==> src/hw/ectc_regs.svh <==
`ifndef ECTC_REGS_SVH
`define ECTC_REGS_SVH
// ****************************************
// Register offsets
// ****************************************
`define ECTC_ADDR_W          8
`define ECTC_OFF_CLR_ORIGIN  8'h00
`define ECTC_OFF_CLR_EDGE    8'h04
`define ECTC_OFF_TERMINAL    8'h08
`define ECTC_OFF_READBACK    8'h0c
`define ECTC_OFF_SNAPSHOT    8'h10
`define ECTC_OFF_CLEAR_CMD   8'h14
`define ECTC_OFF_COUNT_SRC   8'h18
`define ECTC_OFF_START_SRC   8'h1c
`define ECTC_OFF_TMR_PICK    8'h20
`define ECTC_OFF_TMR_RUN     8'h24
`define ECTC_OFF_TMR_START   8'h28
`define ECTC_OFF_TMR_LENGTH  8'h2c
`define ECTC_OFF_TMR_STATE   8'h30
`define ECTC_OFF_TMR_VALUE   8'h34
// ****************************************
// Reset values and timing
// ****************************************
`define ECTC_TERMINAL_RST    32'h0000ffff
`define ECTC_TMR_LENGTH_RST  32'h000003e8
`define ECTC_CLK_MHZ         50
`define ECTC_TICK_US         1
`define ECTC_TICK_CYCLES     (`ECTC_CLK_MHZ * `ECTC_TICK_US)
`endif

==> src/hw/ectc_pkg.sv <==
package ectc_pkg;
	// Counter clear origin selection
	typedef enum logic [3:0] {
		CLR_CMD_ONLY, CLR_READOUT_BEGIN, CLR_READOUT_FINISH, CLR_FRAME_BEGIN,
		CLR_ACCEPTED, CLR_REJECTED, CLR_MULTI_FRAME, CLR_PIN_ONE, CLR_PIN_TWO,
		CLR_TMR_DONE, CLR_COUNT_END
	} ectc_clr_t;
	// Line edge choice
	typedef enum logic [1:0] {EDGE_UP, EDGE_DOWN, EDGE_EITHER} ectc_edge_t;
	// Count source: off, internal microsecond tick, or counted event
	typedef enum logic [1:0] {SRC_OFF, SRC_TICK, SRC_PIN_ONE, SRC_FRAME} ectc_src_t;
	// Start origin for counter and timer
	typedef enum logic [1:0] {
		START_OFF, START_FRAME, START_PIN_ONE, START_COUNT_END
	} ectc_start_t;
	// Timer state report codes
	typedef enum logic [1:0] {
		TMR_STATE_UNUSED, TMR_STATE_WAIT, TMR_STATE_COUNTING, TMR_STATE_DONE
	} ectc_tstate_t;
endpackage : ectc_pkg

==> src/hw/ectc_top.sv <==
// Chosen here: the placing of the registers and strobed register access.
`timescale 1ns/10ps
`include "ectc_regs.svh"
// How it works
// - Readout-begin origin clears the counter each time readout begins.
// - Readout-finish origin clears the counter each time readout finishes.
// - Frame-trigger origin clears the counter on each frame-begin trigger.
// - Accepted-trigger origin clears the counter on each accepted frame trigger.
// - Rejected-trigger origin clears the counter on each rejected frame trigger.
// - Multi-frame origin clears the counter when a frame burst completes.
// - Pin one or pin two origin clears on that pin's chosen transition.
// - Timer-done origin clears the counter each time the timer completes.
// - Count-end origin clears the counter on its own terminal event.
// - Pin clearing uses rising, falling or either edge per polarity setting.
// - Terminal event fires when count reaches the programmed terminal value.
// - Software can read the present count at any time.
// - Every clear captures the count just before it into a snapshot.
// - Clear command zeroes the counter and counting resumes at once.
// - Count source Off suspends counting.
// - Timer selector exists; timer one is its only choice.
// - Timer is Off or Active; configuration accepted only while Off.
// - Timer reports unused state when its start origin is off.
// - Enabled timer reports waiting until its start trigger arrives.
// - Timer reports counting while running towards its duration.
// - Timer reports done once elapsed count reaches its duration.
// - After a triggered clear the counter waits for its start origin.
// - Timer duration is programmed and counted in microseconds.
// - Internal-clock counting advances once per microsecond tick.
module ectc_top (
	// Clock and reset
	input  wire logic                       clk_in,
	input  wire logic                       rstn_in,
	// Register port
	input  wire logic [`ECTC_ADDR_W-1:0]    addr_in,
	input  wire logic [31:0]                wdata_in,
	input  wire logic                       wr_in,
	input  wire logic                       rd_in,
	output logic      [31:0]                rdata_out,
	// Device events, asynchronous levels toggled or pulsed
	input  wire logic                       sensor_readout_begin_in,
	input  wire logic                       sensor_readout_finish_in,
	input  wire logic                       frame_begin_trigger_in,
	input  wire logic                       accepted_frame_trigger_in,
	input  wire logic                       rejected_frame_trigger_in,
	input  wire logic                       multi_frame_done_in,
	input  wire logic                       input_pin_one_in,
	input  wire logic                       input_pin_two_in,
	// Event outputs
	output logic                            first_count_terminal_event_out,
	output logic                            first_tmr_done_event_out,
	output ectc_pkg::ectc_tstate_t          tmr_state_report_out
);
	import ectc_pkg::*;

	localparam int NEV = 8;
	localparam logic [5:0] TICK_MAX = 6'(`ECTC_TICK_CYCLES - 1);

	// ****************************************
	// Input synchronisers and edge detection
	// ****************************************
	logic [NEV-1:0] ev_raw;
	logic [NEV-1:0] sync_a;
	logic [NEV-1:0] sync_b;
	logic [NEV-1:0] sync_c;
	logic [NEV-1:0] rise;
	logic [NEV-1:0] fall;
	assign ev_raw = {input_pin_two_in, input_pin_one_in, multi_frame_done_in,
		rejected_frame_trigger_in, accepted_frame_trigger_in, frame_begin_trigger_in,
		sensor_readout_finish_in, sensor_readout_begin_in};

	// Two-stage synchroniser plus history stage
	always_ff @(posedge clk_in or negedge rstn_in) begin
		if (!rstn_in) begin
			sync_a <= '0;
			sync_b <= '0;
			sync_c <= '0;
		end else begin
			sync_a <= ev_raw;
			sync_b <= sync_a;
			sync_c <= sync_b;
		end
	end
	// Warm-up count, masks the false edge of a pin held high through reset
	logic [1:0] warm;
	always_ff @(posedge clk_in or negedge rstn_in) begin
		if (!rstn_in) begin
			warm <= 2'h0;
		end else if (warm != 2'h3) begin
			warm <= warm + 2'h1;
		end
	end
	// One-cycle pulses from synchronised levels, none until history is real
	assign rise = (warm == 2'h3) ? (sync_b & ~sync_c) : '0;
	assign fall = (warm == 2'h3) ? (~sync_b & sync_c) : '0;

	// ****************************************
	// Configuration registers
	// ****************************************
	ectc_clr_t    clr_origin;
	ectc_edge_t   clr_edge;
	logic [31:0]  terminal;
	ectc_src_t    count_src;
	ectc_start_t  count_start;
	logic         tmr_pick;
	logic         tmr_active;
	ectc_start_t  tmr_start;
	logic [31:0]  tmr_length_us;
	logic         clear_cmd;
	logic         tmr_cfg_ok;

	assign tmr_cfg_ok = !tmr_active;

	// Software writes to configuration
	always_ff @(posedge clk_in or negedge rstn_in) begin
		if (!rstn_in) begin
			clr_origin    <= CLR_CMD_ONLY;
			clr_edge      <= EDGE_UP;
			terminal      <= `ECTC_TERMINAL_RST;
			count_src     <= SRC_OFF;
			count_start   <= START_OFF;
			tmr_pick      <= 1'b0;
			tmr_active    <= 1'b0;
			tmr_start     <= START_OFF;
			tmr_length_us <= `ECTC_TMR_LENGTH_RST;
		end else if (wr_in) begin
			unique case (addr_in)
				`ECTC_OFF_CLR_ORIGIN: clr_origin  <= ectc_clr_t'(wdata_in[3:0]);
				`ECTC_OFF_CLR_EDGE:   clr_edge    <= ectc_edge_t'(wdata_in[1:0]);
				`ECTC_OFF_TERMINAL:   terminal    <= wdata_in;
				`ECTC_OFF_COUNT_SRC:  count_src   <= ectc_src_t'(wdata_in[1:0]);
				`ECTC_OFF_START_SRC:  count_start <= ectc_start_t'(wdata_in[1:0]);
				`ECTC_OFF_TMR_PICK:   tmr_pick    <= 1'b0;
				`ECTC_OFF_TMR_RUN:    tmr_active  <= wdata_in[0];
				`ECTC_OFF_TMR_START: begin
					if (tmr_cfg_ok) begin
						tmr_start <= ectc_start_t'(wdata_in[1:0]);
					end
				end
				`ECTC_OFF_TMR_LENGTH: begin
					if (tmr_cfg_ok) begin
						tmr_length_us <= wdata_in;
					end
				end
				default: ;
			endcase
		end
	end

	// Clear command pulse, write any value
	always_ff @(posedge clk_in or negedge rstn_in) begin
		if (!rstn_in) begin
			clear_cmd <= 1'b0;
		end else begin
			clear_cmd <= wr_in && (addr_in == `ECTC_OFF_CLEAR_CMD);
		end
	end

	// ****************************************
	// Microsecond tick divider
	// ****************************************
	logic [5:0] div;
	logic       tick;
	always_ff @(posedge clk_in or negedge rstn_in) begin
		if (!rstn_in) begin
			div  <= '0;
			tick <= 1'b0;
		end else begin
			tick <= (div == TICK_MAX);
			div  <= (div == TICK_MAX) ? 6'h00 : div + 6'h01;
		end
	end

	// ****************************************
	// Event counter
	// ****************************************
	logic [31:0] count;
	logic [31:0] snapshot;
	logic        running;
	logic        count_end;
	logic        tmr_done;
	logic        pin_edge;
	logic        trig_clear;
	logic        count_step;
	logic        count_go;
	logic        at_terminal;

	// Pin edge per polarity for the selected pin
	always_comb begin
		logic r;
		logic f;
		r = (clr_origin == CLR_PIN_TWO) ? rise[7] : rise[6];
		f = (clr_origin == CLR_PIN_TWO) ? fall[7] : fall[6];
		unique case (clr_edge)
			EDGE_UP:     pin_edge = r;
			EDGE_DOWN:   pin_edge = f;
			EDGE_EITHER: pin_edge = r | f;
			default:     pin_edge = 1'b0;
		endcase
	end

	// Triggered clear decode
	always_comb begin
		unique case (clr_origin)
			CLR_READOUT_BEGIN:  trig_clear = rise[0];
			CLR_READOUT_FINISH: trig_clear = rise[1];
			CLR_FRAME_BEGIN:    trig_clear = rise[2];
			CLR_ACCEPTED:       trig_clear = rise[3];
			CLR_REJECTED:       trig_clear = rise[4];
			CLR_MULTI_FRAME:    trig_clear = rise[5];
			CLR_PIN_ONE,
			CLR_PIN_TWO:        trig_clear = pin_edge;
			CLR_TMR_DONE:       trig_clear = tmr_done;
			CLR_COUNT_END:      trig_clear = count_end;
			default:            trig_clear = 1'b0;
		endcase
	end

	// Count increment source
	always_comb begin
		unique case (count_src)
			SRC_OFF:     count_step = 1'b0;
			SRC_TICK:    count_step = tick;
			SRC_PIN_ONE: count_step = rise[6];
			SRC_FRAME:   count_step = rise[2];
		endcase
	end

	// Counter start event
	always_comb begin
		unique case (count_start)
			START_OFF:       count_go = 1'b0;
			START_FRAME:     count_go = rise[2];
			START_PIN_ONE:   count_go = rise[6];
			START_COUNT_END: count_go = count_end;
		endcase
	end

	assign at_terminal = running && count_step && (count + 32'h1 >= terminal);

	// Count, run flag and snapshot
	always_ff @(posedge clk_in or negedge rstn_in) begin
		if (!rstn_in) begin
			count    <= '0;
			snapshot <= '0;
			running  <= 1'b0;
		end else if (clear_cmd) begin
			snapshot <= count;
			count    <= '0;
			running  <= 1'b1;
		end else if (trig_clear) begin
			snapshot <= count;
			count    <= '0;
			running  <= count_go;
		end else begin
			if (count_go) begin
				running <= 1'b1;
			end
			if (running && count_step) begin
				count <= count + 32'h1;
			end
		end
	end

	// Terminal event pulse
	always_ff @(posedge clk_in or negedge rstn_in) begin
		if (!rstn_in) begin
			count_end <= 1'b0;
		end else begin
			count_end <= at_terminal && !clear_cmd && !trig_clear;
		end
	end
	assign first_count_terminal_event_out = count_end;

	// ****************************************
	// Timer
	// ****************************************
	ectc_tstate_t tstate;
	logic [31:0]  tmr_value;
	logic         tmr_go;

	// Timer start event
	always_comb begin
		unique case (tmr_start)
			START_OFF:       tmr_go = 1'b0;
			START_FRAME:     tmr_go = rise[2];
			START_PIN_ONE:   tmr_go = rise[6];
			START_COUNT_END: tmr_go = count_end;
		endcase
	end

	// Timer state machine, counts microsecond ticks
	always_ff @(posedge clk_in or negedge rstn_in) begin
		if (!rstn_in) begin
			tstate    <= TMR_STATE_UNUSED;
			tmr_value <= '0;
			tmr_done  <= 1'b0;
		end else begin
			tmr_done <= 1'b0;
			if (!tmr_active || tmr_start == START_OFF) begin
				tstate    <= TMR_STATE_UNUSED;
				tmr_value <= '0;
			end else begin
				unique case (tstate)
					TMR_STATE_UNUSED: tstate <= TMR_STATE_WAIT;
					TMR_STATE_WAIT, TMR_STATE_DONE: begin
						if (tmr_go) begin
							tstate    <= TMR_STATE_COUNTING;
							tmr_value <= '0;
						end
					end
					TMR_STATE_COUNTING: begin
						if (tick) begin
							tmr_value <= tmr_value + 32'h1;
							if (tmr_value + 32'h1 >= tmr_length_us) begin
								tstate   <= TMR_STATE_DONE;
								tmr_done <= 1'b1;
							end
						end
					end
				endcase
			end
		end
	end
	assign first_tmr_done_event_out = tmr_done;
	assign tmr_state_report_out = tstate;

	// ****************************************
	// Read port
	// ****************************************
	always_ff @(posedge clk_in or negedge rstn_in) begin
		if (!rstn_in) begin
			rdata_out <= '0;
		end else if (rd_in) begin
			unique case (addr_in)
				`ECTC_OFF_CLR_ORIGIN: rdata_out <= {28'h0, clr_origin};
				`ECTC_OFF_CLR_EDGE:   rdata_out <= {30'h0, clr_edge};
				`ECTC_OFF_TERMINAL:   rdata_out <= terminal;
				`ECTC_OFF_READBACK:   rdata_out <= count;
				`ECTC_OFF_SNAPSHOT:   rdata_out <= snapshot;
				`ECTC_OFF_COUNT_SRC:  rdata_out <= {30'h0, count_src};
				`ECTC_OFF_START_SRC:  rdata_out <= {30'h0, count_start};
				`ECTC_OFF_TMR_PICK:   rdata_out <= {31'h0, tmr_pick};
				`ECTC_OFF_TMR_RUN:    rdata_out <= {31'h0, tmr_active};
				`ECTC_OFF_TMR_START:  rdata_out <= {30'h0, tmr_start};
				`ECTC_OFF_TMR_LENGTH: rdata_out <= tmr_length_us;
				`ECTC_OFF_TMR_STATE:  rdata_out <= {30'h0, tstate};
				`ECTC_OFF_TMR_VALUE:  rdata_out <= tmr_value;
				default:              rdata_out <= '0;
			endcase
		end else begin
			rdata_out <= '0;
		end
	end
endmodule : ectc_top

==> config.mk <==
export PLATFORM = sky130hd
export DESIGN_NAME = ectc_top
export DESIGN_NICKNAME = d
export VERILOG_FILES = /design/src/hw/ectc_pkg.sv /design/src/hw/ectc_top.sv
export VERILOG_INCLUDE_DIRS = /design/src /design/src/hw
export SDC_FILE = /design/constraint.sdc
export NUM_CORES = 1
export LEC_CHECK = 0
export BUFFER_PORTS_ARGS = -buffer_cell sky130_fd_sc_hd__buf_2
export CAP_MARGIN = 5
export CORE_AREA = 2 2 221 223
export CTS_BUF_LIST = sky130_fd_sc_hd__clkbuf_8
export DETAILED_ROUTE_END_ITERATION = 12
export DIE_AREA = 0 0 223 225
export GPL_TIMING_DRIVEN = 0
export PLACE_DENSITY = 0.41
export SKIP_CTS_REPAIR_TIMING = 1
export SYNTH_ARGS = -nofsm -noshare
export SYNTH_HDL_FRONTEND = slang
export SYNTH_SLANG_ARGS = --single-unit
==> constraint.sdc <==
create_clock -name clk_in -period 3.7 [get_ports clk_in]
set_input_delay 0.555 -clock clk_in [delete_from_list [all_inputs] [get_ports clk_in]]
set_output_delay 0.555 -clock clk_in [all_outputs]
set_load 0.05 [all_outputs]
# Word level (Yosys, flattened, before mapping)
# Cells that the tools add are included.
[word_totals]
in_bits = 52
elab_cells = 141
ff_bits = 244
[op_classes]
eq_ne = 42
order_cmp = 2
reduce_logical = 31
mux = 33
n_bitwise = 6
n_addsub = 4
[ops]
columns = ["op", "n"]
rows = [
  ["$pmux W32 S12", 1],
  ["$mux W32", 9],
  ["$add A32 B1 Y32 const B", 2],
  ["$ge A32 B32 Y1", 2],
  ["$pmux W32 S2", 1],
  ["$eq A8 B6 Y1 const B", 5],
  ["$eq A8 B5 Y1 const B", 4],
  ["$eq A2 B2 Y1 const B", 10],
  ["$and A8 B8 Y8", 2],
  ["$eq A4 B3 Y1 const B", 4],
  ["$eq A8 B4 Y1 const B", 2],
  ["$mux W8", 2],
  ["$not A8 Y8", 2],
  ["$eq A4 B4 Y1 const B", 3],
  ["$pmux W1 S4", 3],
  ["$reduce_and A2 Y1", 6],
  ["$reduce_and A3 Y1", 4],
  ["$eq A2 B1 Y1 const B", 5],
  ["$logic_not A2 Y1", 5],
  ["$mux W1", 9],
  ["$ne A3 B3 Y1 const B", 3],
  ["$pmux W1 S9", 1],
  ["$reduce_bool A3 Y1", 3],
  ["$eq A4 B2 Y1 const B", 2],
  ["18 further kinds", 28],
]

# Depth between registers and ports, before layout
# Gate-level depths: netlist of run 1.
[depth]
word_depth = 9
depth_mapped = 15
mapped_depth_nobuf = 13

# Worst setup path before layout of run 1
# OpenSTA, ideal clock, no wires.
[synth_path]
kind = "reg2reg"
start = "register tmr_value[0]"
end = "register tstate[0] (netlist: tmr_state_report_out[0])"
setup_slack_ns = 0.760
setup_time_ns = 0.128
arrival_time_ns = 2.813
path_stages_with_launch = 13
path_cell_list = "dfrtp_1 ha_1 nand3_1 nor4b_2 nand3_1 xnor2_1 ha_1 nand4_1 nor2_1 a221oi_1 o211ai_1 nor4b_1 nor2_1"
[synth_between]
elab_chain_cells = 4
[synth_lines]
columns = ["item", "line", "source"]
rows = [
  ["from (decl)", "ectc_top.sv:278", "logic [31:0] tmr_value;"],
  ["from (signal assigned)", "ectc_top.sv:313", "tmr_value <= tmr_value + 32'h1;"],
  ["$add A32 B1 Y32", "ectc_top.sv:314", "if (tmr_value + 32'h1 >= tmr_length_us) begin"],
  ["$ge A32 B32 Y1", "ectc_top.sv:314", ""],
  ["$ne A3 B3 Y1 (no line)", "-", ""],
  ["$reduce_and A3 Y1 (no line)", "-", ""],
  ["to (signal assigned)", "ectc_top.sv:304", "TMR_STATE_UNUSED: tstate <= TMR_STATE_WAIT;"],
  ["to (signal assigned)", "ectc_top.sv:307", "tstate <= TMR_STATE_COUNTING;"],
  ["to (signal assigned)", "ectc_top.sv:315", "tstate <= TMR_STATE_DONE;"],
  ["to (decl)", "ectc_top.sv:277", "ectc_tstate_t tstate;"],
]
# Every way passes these cells.
# A chain may end at the register's enable or synchronous reset.

# Worst setup path in the final report of run 1
[layout_path]
start = "register tmr_value[2]"
end = "register tstate[0] (netlist: tmr_state_report_out[0])"
# The elaborated chain is that of the path after synthesis.

==> run_results.csv, run 1 <==
group,metric,value,unit
logic_synthesis,synth_commonest_cells,"dfrtp_1 (222), nor2_1 (81), mux2_2 (79)",
sta,period_needed,3.50,ns
detailed_routing,via_per_inst,4.97,
die,initial_core_util,0.278,
logic_synthesis,synthTopCellsByArea,"dfrtp_1 (42%), mux2_2 (6.7%), ha_1 (6.5%), dfstp_2 (4.4%), xnor2_1 (3.5%)",
worst_setup_path,path_buf_inv,2,
sta,fin_tns_setup,0,ns
placed_design,gp_congestion,0.815,
placed_design,place_area,14500,µm²
hold_path,hold_depth,2,
detailed_routing,vias,10100,
logic_synthesis,synth.ff_latch_count,244,
logic_synthesis,yosys_warnings,0,
clock_tree,root_buffer,"clkbuf_8",
hold_path,min_path_type,"in2reg",
worst_setup_path,worstSetupEndpointType,"register",
hold_path,min_to,"tmr_length_us[29]",
outcome,status,"completed",
final_layout,area_growth,19.0,%
die,core_area,47500,µm²
logic_synthesis,synth_nets,1347,
worst_setup_path,startpoint_type,"register",
final_layout,drive_above_1_share,0.264,
clock_tree,cts_buffers,47,
detailed_routing,detail-route-antenna-nets,0,
logic_synthesis,synth_top_cell_by_area,"dfrtp_1",
global_routing,grt_use_total,0.173,
logic_synthesis,synthArstFlopShare,1.00,
detailed_routing,drc,0,
sta,final_max_slew_viol_count,0,
detailed_routing,wl,43.0,mm
global_routing,use_met3,0.0282,
worst_setup_path,crit_type,"reg2reg",
logic_synthesis,postSynthCellCount,1226,
run,max-cap-violations,0,
die,die_w,223,µm
sta,fmax,286,MHz
global_routing,overflow,0,
worst_setup_path,crit_arrival,4.00,ns
clock_tree,clkLatencyLatePin,0.63,ns
sta,finalHoldViolCount,0,
worst_setup_path,rrSetupSlack,0.20,ns
die,die_h,225,µm
logic_synthesis,synth_area,13200,µm²
logic_synthesis,yosysMostFrequentCell,"dfrtp_1",
sta,max_slew_margin,0.246,
global_routing,busiest_layer,"met1",
sta,finalCritPeriodShare,0.946,
detailed_routing,wire_per_inst,21.2,µm
placed_design,portBuffers,85,
worst_setup_path,required,4.20,ns
global_routing,first_global_vias,10100,
detailed_routing,first_iter_violations,923,
final_layout,nNetsFinal,1498,
final_layout,stdcell_area,15700,µm²
worst_setup_path,path_cells,"and3_2 > nand4_1 > buf_4 > nor3_4 > buf_4 > nand4_1 > xnor2_1 > ha_1 > nand4_1 > nor2_1 > a221oi_1 > o211ai_1 > nor4b_2 > nor2_1",
die,ios,88,
sta,worst_slew_pin_slew,1.12,ns
die,core.rowCount,80,
die,dieArea,50200,µm²
logic_synthesis,syn_area_per_cell,10.8,µm²
sta,setup_viol,0,
logic_synthesis,synth_top_area_frac,0.420,
worst_setup_path,r2r_end,"tmr_state_report_out[0]",
sta,finClkSkew,0.0276,ns
logic_synthesis,yosysUniqueCellTypes,75,
worst_setup_path,slowest_delay,0.47,ns
detailed_routing,firstDrtPassIters,8,
pwr,power.density,385,nW/µm²
hold_path,hold_start,"wdata_in[29]",
global_routing,grt_pass1_wl,65.0,mm
global_routing,grtUsageMet1,0.256,
logic_synthesis,synth-edff-count,0,
global_routing,grt_max_degree,91,
worst_setup_path,critical_path.top_delay_family,"simple AND/OR/NAND/NOR gates",
logic_synthesis,synthFlopType,"dfrtp_1",
global_routing,grt.met2_usage,0.255,
worst_setup_path,critPathSlowestCell,"dfrtp_1",
worst_setup_path,crit_top_cell,"nand4_1",
placed_design,dpl.hpwl,32.0,mm
worst_setup_path,path_max_fanout,9,
pwr,static-leakage-power,0.00732,µW
clock_tree,clock_path_buffers,3,
pwr,peakVddDrop,243,µV
worst_setup_path,ff2ff_path_depth,14,
worst_setup_path,worstReg2RegStart,"tmr_value[2]",
logic_synthesis,ys_seq_area_frac,0.463,
global_routing,antenna_found_initial,1,
clock_tree,clk_pin_slew_worst_paths,0.06,ns
clock_tree,cts_tree,"built",
clock_tree,clock_sinks,244,
clock_tree,h-tree-depth,2,
-- logic make-up after synthesis --
kind of cell               share of synthesized area
and+or+nand+nor                                0.129
adders and majority gates                     0.0652
buffers and inverters                         0.0469
xor gates and xnor gates                      0.0635
AOI/OAI and AO/OA                              0.128
muxes                                          0.104
DFF                                            0.463
-- cell type report --
cell class,instances,area (µm²)
antenna,1,2.50
buffer,71,347
clock buffer,55,757
clock inverter,32,201
fill,4861,31800
inverter,70,263
multi-input combinational,838,6620
sequential,244,6140
tap,615,769
timing repair buffer,105,648
-- sequential cells by signal, summed over array words and instances (netlist names) --
register,count
clr_origin,4
terminal,32
sync_c,8
sync_b,8
running,1
first_count_terminal_event_out,1
snapshot,32
count_src,2
count_start,2
clear_cmd,1
div,6
tmr_active,1
count,32
tmr_value,32
first_tmr_done_event_out,1
rdata_out,32
tmr_length_us,32
tmr_start,2
clr_edge,2
tick,1
tmr_state_report_out,2
sync_a,8
warm,2
-- per-stage QoR --
| step | utilization | setup WS (ns) | power (µW) | hold WS (ns) | instances |
|---|---|---|---|---|---|
| finish | 0.331 | 0.201 | 6070 | 0.183 | 2031 |
| global route | 0.331 | -0.00782 | 6370 | 0.156 | 2031 |
| CTS | 0.325 | -0.516 | 6160 | -0.153 | 2015 |
| detailed placement | 0.305 | -0.508 | 3320 | 0.336 | 1928 |
| global placement | 0.304 | -2.74 | 3300 | 0.333 | 1926 |
| floorplan | - | 0.760 | 3080 | 0.259 | 1226 |
-- worst max path at each step --
stage	from	to	slack [ns]	cells after the start
2_1_floorplan	tmr_value[0]	tmr_state_report_out[0]	0.76	12
3_3_place_gp	rstn_in	tmr_value[29]	-2.74	1
3_5_place_dp	count[5]	first_count_terminal_event_out	-0.51	13
4_1_cts	count[6]	first_count_terminal_event_out	-0.52	13
5_1_grt	tmr_value[2]	first_tmr_done_event_out	-0.008	13
6_report	tmr_value[2]	tmr_state_report_out[0]	0.20	14
-- placed cells by master, fill, tap and decap left out, drive strengths merged, types with 28 or more instances in the layout --
cell / n
dfrtp: 222
buf: 132
mux2: 110
inv: 93
clkbuf: 90
nor2: 81
ha: 69
nand2: 68
a21oi: 66
xnor2: 53
xor2: 43
nand3: 43
a22oi: 34
o21ai: 32
a222oi: 28
-- per-layer routing --
| layer | routed length (µm) | part of all wire |
|---|---|---|
| met4 | 1190 | 0.028 |
| met1 | 21200 | 0.49 |
| met3 | 2210 | 0.051 |
| met5 | 0 | 0 |
| met2 | 18400 | 0.43 |
-- worst register-to-register path, stage by stage (launching register included) --
cell      delay, ns
dfrtp_1        0.47
and3_2         0.29
nand4_1        0.12
buf_4          0.20
nor3_4         0.15
buf_4          0.18
nand4_1        0.19
xnor2_1        0.23
ha_1           0.28
nand4_1        0.20
nor2_1         0.09
a221oi_1       0.29
o211ai_1       0.30
nor4b_2        0.33
nor2_1         0.07
-- power breakdown --
part,total (µW),switching (µW),internal (µW)
Clock,2770,1270,1500
Combinational,463,278,185
Sequential,2830,76.7,2750
Total,6070,1630,4440
Note: power is estimated with default switching activity, not from simulation.
==> inputs of run 2 (changes only) <==
- MAX_ROUTING_LAYER: default -> met4
==> run_results.csv, run 2 (same netlist as run 1, synthesis figures left out) <==
group,metric,value,unit
sta,max_slew_margin,0.229,
pwr,p_clk_frac,0.458,
placed_design,dp_cells,1928,
global_routing,antenna_found_initial,1,
pwr,p_comb_frac,0.076,
detailed_routing,drc,0,
final_layout,layout_commonest_cell,"dfrtp_1",
sta,finalHoldWorstSlack,0.183,ns
die,dieArea,50200,µm²
worst_setup_path,r2r_end,"tmr_state_report_out[0]",
placed_design,gp_congestion,0.827,
worst_setup_path,worstReg2RegStart,"tmr_value[4]",
placed_design,dpl.hpwl,32.0,mm
worst_setup_path,path_max_fanout,4,
pwr,power.density,386,nW/µm²
pwr,power_frac_seq,0.466,
pwr,static-leakage-power,0.00732,µW
worst_setup_path,endpoint,"tmr_state_report_out[0]",
global_routing,grt_max_degree,91,
pwr,power.switching,1630,µW
clock_tree,h-tree-depth,2,
global_routing,overflow,0,
final_layout,fillerInstances,4861,
worst_setup_path,rrSetupSlack,0.20,ns
detailed_routing,via_per_inst,4.97,
detailed_routing,first_iter_violations,962,
die,die_w,223,µm
global_routing,grt.met2_usage,0.256,
worst_setup_path,ff2ff_path_depth,13,
global_routing,use_met3,0.0282,
sta,fin_tns_setup,0,ns
final_layout,nNetsFinal,1498,
clock_tree,clock_sinks,244,
detailed_routing,firstDrtPassIters,6,
worst_setup_path,startpoint_type,"register",
sta,finClkSkew,0.0279,ns
die,core.rowCount,80,
clock_tree,cts_tree,"built",
worst_setup_path,crit_type,"reg2reg",
global_routing,first_global_vias,10100,
pwr,peakVddDrop,244,µV
final_layout,area_growth,19.0,%
worst_setup_path,worstSetupEndpointType,"register",
final_layout,drive_above_1_share,0.264,
outcome,status,"completed",
worst_setup_path,required,4.20,ns
sta,final_max_slew_viol_count,0,
final_layout,layout.cells.non_filler,2031,
detailed_routing,detail-route-antenna-nets,0,
global_routing,busiest_layer,"met2",
pwr,internal_power,4440,µW
clock_tree,clkLatencyLatePin,0.63,ns
hold_path,hold_depth,2,
sta,finalHoldViolCount,0,
detailed_routing,vias,10100,
hold_path,min_path_type,"in2reg",
detailed_routing,wl,43.2,mm
clock_tree,clock_path_buffers,3,
final_layout,final_cell_mix,"dfrtp_1 (214), buf_2 (107), inv_1 (91), nor2_1 (80), mux2_2 (79)",
pwr,swShare,0.269,
global_routing,grt_use_total,0.179,
die,initial_core_util,0.278,
clock_tree,clk_pin_slew_worst_paths,0.06,ns
worst_setup_path,crit_arrival,4.00,ns
die,core_area,47500,µm²
worst_setup_path,crit_start,"tmr_value[4]",
global_routing,grt_pass1_wl,65.0,mm
placed_design,portBuffers,85,
run,max-cap-violations,0,
clock_tree,cts_buffers,47,
die,die_h,225,µm
sta,worst_slew_pin_slew,1.15,ns
sta,fmax,286,MHz
clock_tree,root_buffer,"clkbuf_8",
sta,setup_viol,0,
die,ios,88,
detailed_routing,wire_per_inst,21.3,µm
sta,finalCritPeriodShare,0.947,
global_routing,grtUsageMet1,0.255,
sta,period_needed,3.50,ns
[run 2: cell count changes in the layout (fill, tap and decap cells not counted)]
| cell | previous run | this run |
|---|---|---|
| dfrtp_1 | 215 | 214 |
| dfrtp_2 | 7 | 8 |
| and3_1 | 14 | 15 |
| and3_2 | 2 | 1 |
[run 2: through the flow]
stage | area (µm²) | util | setup slack [ns] | power (µW)
global route | 15700 | 0.331 | -0.0165 | 6360
global placement | 14400 | 0.304 | -2.74 | 3300
finish | 15700 | 0.331 | 0.198 | 6070
CTS | 15500 | 0.325 | -0.516 | 6160
detailed placement | 14500 | 0.305 | -0.508 | 3320
floorplan | 13200 | - | 0.760 | 3080
[run 2: power by group through the flow]
| stage | Combinational [µW] | Clock, µW | Sequential [µW] |
|---|---|---|---|
| floorplan | 246 | 0 | 2840 |
| global placement | 429 | 0 | 2870 |
| finish | 463 | 2780 | 2830 |
| detailed placement | 445 | 0 | 2870 |
| global route | 526 | 3000 | 2840 |
| CTS | 447 | 2890 | 2830 |
[run 2: critical path, stage by stage (launching register included)]
cell      delay (ns)
dfrtp_1         0.46
and3_1          0.30
nand4_1         0.13
buf_4           0.20
nor3_2          0.27
and4_1          0.31
xor2_1          0.21
ha_1            0.27
a21oi_1         0.15
o21ai_0         0.11
a221oi_1        0.28
o211ai_1        0.29
nor4b_2         0.33
nor2_1          0.07
[run 2: area by class of cell]
cell class	instances	area (µm²)	area share
well taps	615	769	0.0489
plain buffers	71	347	0.0220
repair buffers	105	648	0.0412
flip-flops and latches	244	6140	0.390
diodes	1	2.50	0.000159
clock inverters	32	201	0.0128
clock buffers	55	757	0.0481
multi-input cells	838	6620	0.420
inverters	70	263	0.0167
[run 2: routing by layer]
| metal | routed length (µm) | vias to the layer above |
|---|---|---|
| li1 | - | 4757 |
| met1 | 21600 | 4991 |
| met2 | 18500 | 270 |
| met3 | 1850 | 74 |
| met4 | 1270 | 0 |
| met5 | 0 | - |
[run 2: worst min-delay path by stage]
stage | startpoint | endpoint | slack [ns]
after floorplan | rstn_in | clear_cmd | 0.26
after global placement | sync_a[7] | sync_b[7] | 0.33
after detailed placement | sync_a[1] | sync_b[1] | 0.34
after CTS | rstn_in | sync_a[4] | -0.15
after global routing | wdata_in[25] | terminal[25] | 0.16
final | wdata_in[29] | tmr_length_us[29] | 0.18
==> inputs of run 3 (changes only) <==
- ABC_AREA: default -> 1
- CORE_AREA: 2 2 221 223 -> 2 2 227 229
- DIE_AREA: 0 0 223 225 -> 0 0 229 231
==> run_results.csv, run 3 <==
group,metric,value,unit
sta,max_slew_margin,0.391,
pwr,power.density,409,nW/µm²
die,die_h,231,µm
outcome,status,"completed",
worst_setup_path,startpoint_type,"register",
clock_tree,h-tree-depth,2,
run,max-cap-violations,0,
global_routing,grt_max_degree,111,
hold_path,hold_start,"frame_begin_trigger_in",
die,die_w,229,µm
sta,finalHoldViolCount,0,
logic_synthesis,synth_area,14000,µm²
worst_setup_path,crit_top_cell,"nand2_1",
logic_synthesis,yosysMostFrequentCell,"nand2_1",
sta,setup_viol,0,
placed_design,pre_cts_slack,0.324,ns
worst_setup_path,path_cells,"ha_1 > nand3_2 > nor2_2 > inv_2 > nor2_1 > nand3_1 > nor2_2 > nand3_1 > nand2_1 > and2_1 > ha_1 > nand2_1 > inv_1 > nand4_1 > a21oi_1 > nor2_2 > nand2_1 > nand2_1 > nand2_1 > nand2_1 > nand2_1",
worst_setup_path,path_max_fanout,4,
sta,period_needed,3.32,ns
logic_synthesis,synthArstFlopShare,1.00,
die,core.rowCount,83,
pwr,p_comb_frac,0.092,
clock_tree,clock_sinks,244,
final_layout,layout_commonest_cell,"nand2_1",
pwr,static-leakage-power,0.00792,µW
global_routing,grt_pass1_wl,78.7,mm
die,ios,88,
clock_tree,cts_tree,"built",
logic_synthesis,synthFlopType,"dfrtp_1",
global_routing,grt_use_total,0.203,
sta,rsz0062_at_grt,"no",
pwr,power.switching,1810,µW
worst_setup_path,crit_start,"tmr_value[0]",
logic_synthesis,synth.ff_latch_count,244,
pwr,power,6730,µW
logic_synthesis,postSynthCellCount,1793,
logic_synthesis,synthTopCellsByArea,"dfrtp_1 (40%), nand2_1 (11%), inv_1 (7.9%), ha_1 (6.2%), dfstp_2 (4.1%)",
sta,fmax,301,MHz
detailed_routing,vias,12600,
pwr,swShare,0.269,
worst_setup_path,worstSetupEndpointType,"register",
worst_setup_path,worstReg2RegStart,"tmr_value[0]",
worst_setup_path,ff2ff_path_depth,21,
logic_synthesis,synth_nets,1914,
placed_design,portBuffers,87,
pwr,internal_power,4920,µW
final_layout,area_growth,17.9,%
clock_tree,cts_buffers,47,
pwr,peakVddDrop,255,µV
clock_tree,clk_pin_slew_worst_paths,0.06,ns
logic_synthesis,yosysUniqueCellTypes,47,
logic_synthesis,yosys_warnings,0,
global_routing,antenna_found_initial,0,
sta,finalCritPeriodShare,0.897,
logic_synthesis,synth_commonest_cells,"nand2_1 (405), inv_1 (295), dfrtp_1 (222)",
detailed_routing,detail-route-antenna-nets,0,
pwr,power_frac_seq,0.422,
sta,fin_ws,0.380,ns
die,initial_core_util,0.275,
logic_synthesis,syn_area_per_cell,7.78,µm²
final_layout,final_cell_mix,"nand2_1 (405), inv_1 (303), dfrtp_1 (222), nor2_1 (143), buf_2 (107)",
logic_synthesis,synth_top_area_frac,0.398,
logic_synthesis,synth_top_cell_by_area,"dfrtp_1",
sta,worst_slew_pin_slew,0.905,ns
detailed_routing,wire_per_inst,19.3,µm
hold_path,hold_depth,1,
die,core_area,50700,µm²
sta,final_max_slew_viol_count,0,
detailed_routing,firstDrtPassIters,5,
detailed_routing,via_per_inst,4.75,
global_routing,overflow,0,
worst_setup_path,required,4.20,ns
worst_setup_path,slowest_delay,0.41,ns
final_layout,antenna_cells,0,
die,dieArea,52900,µm²
logic_synthesis,synth-edff-count,0,
global_routing,first_global_vias,12900,
logic_synthesis,ys_seq_area_frac,0.440,
detailed_routing,wl,51.2,mm
clock_tree,clock_path_buffers,3,
worst_setup_path,critPathSlowestCell,"dfrtp_1",
worst_setup_path,crit_arrival,3.82,ns
detailed_routing,drc,0,
detailed_routing,first_iter_violations,827,
placed_design,gp_congestion,0.941,
worst_setup_path,crit_type,"reg2reg",
pwr,p_clk_frac,0.486,
clock_tree,clkLatencyLatePin,0.63,ns
final_layout,fillerInstances,5644,
final_layout,nNetsFinal,2053,
final_layout,drive_above_1_share,0.145,
sta,finClkSkew,0.0192,ns
hold_path,min_path_type,"in2reg",
placed_design,dpl.hpwl,39.8,mm
worst_setup_path,rrSetupSlack,0.38,ns
clock_tree,root_buffer,"clkbuf_8",
run 3: cell count changes after synthesis, moves of 30 or more:
cell / delta
a21oi_1: -36
a22oi_1: -34
inv_1: +225
mux2_2: -78
mux2_4: -30
nand2_1: +337
nand4_1: +59
nor2_1: +64
o21ai_0: +38
o21ai_1: +81
o22ai_1: +75
xnor2_1: -50
run 3: path summary, 6_finish.rpt:
path / to
max: tmr_state_report_out[0]
min: sync_a[2]
max in group asynchronous: count[0]
max reg2reg: tmr_state_report_out[0]
min in group asynchronous: tmr_length_us[18]
min reg2reg: sync_b[5]
run 3: final cells by class:
cell class	instances	area, µm²	share of cell area
Sequential cell	244	6130	0.373
Inverter	314	1180	0.0717
Timing Repair Buffer	90	510	0.0310
Clock buffer	61	840	0.0510
Tap cell	680	851	0.0517
Multi-Input combinational cell	1175	6340	0.385
Clock inverter	25	293	0.0178
Buffer	60	308	0.0187
run 3: logic make-up (layout without fill, tap and decap cells):
| logic type | Yosys count | in the layout | synth area share |
|---|---|---|---|
| simple gates | 777 | 777 | 0.249 |
| buf+inv | 374 | 550 | 0.107 |
| compound gates | 295 | 295 | 0.120 |
| flops | 244 | 244 | 0.440 |
| fa+ha+maj | 69 | 69 | 0.0619 |
| xor+xnor | 33 | 33 | 0.0213 |
| mux | 1 | 1 | 0.000807 |
run 3: critical path: cells and delay by family (launching register included):
kind | cells | cell delay [ns]
buffers and inverters | 2 | 0.12
AO/OA/AOI/OAI | 1 | 0.09
adder cells (fa/ha/maj) | 2 | 0.44
AND/OR/NAND/NOR | 16 | 2.15
flip-flops | 1 | 0.41
run 3: metal layers:
| layer | track usage | routed length [µm] |
|---|---|---|
| met1 | 0.265 | 23700 |
| met2 | 0.319 | 23200 |
| met3 | 0.0316 | 2630 |
| met4 | 0.0735 | 1640 |
| met5 | - | 0 |
run 3: power by group through the flow:
stage | combinational, µW | clock (µW) | sequential [µW]
finish | 620 | 3270 | 2840
global route | 722 | 3480 | 2840
CTS | 630 | 3370 | 2840
detailed placement | 625 | 0 | 2880
global placement | 609 | 0 | 2880
floorplan | 357 | 0 | 2860
run 3: stage by stage:
step	std cells	hold slack (ns)	utilization	TNS, ns	area [µm²]
after detailed placement	2562	0.335	0.302	0	15300
after global routing	2649	0.00816	0.325	0	16400
after floorplan	1793	0.259	-	0	14000
after global placement	2560	0.335	0.301	-648.73	15200
final	2649	0.0358	0.325	0	16400
after CTS	2648	-0.177	0.324	0	16400
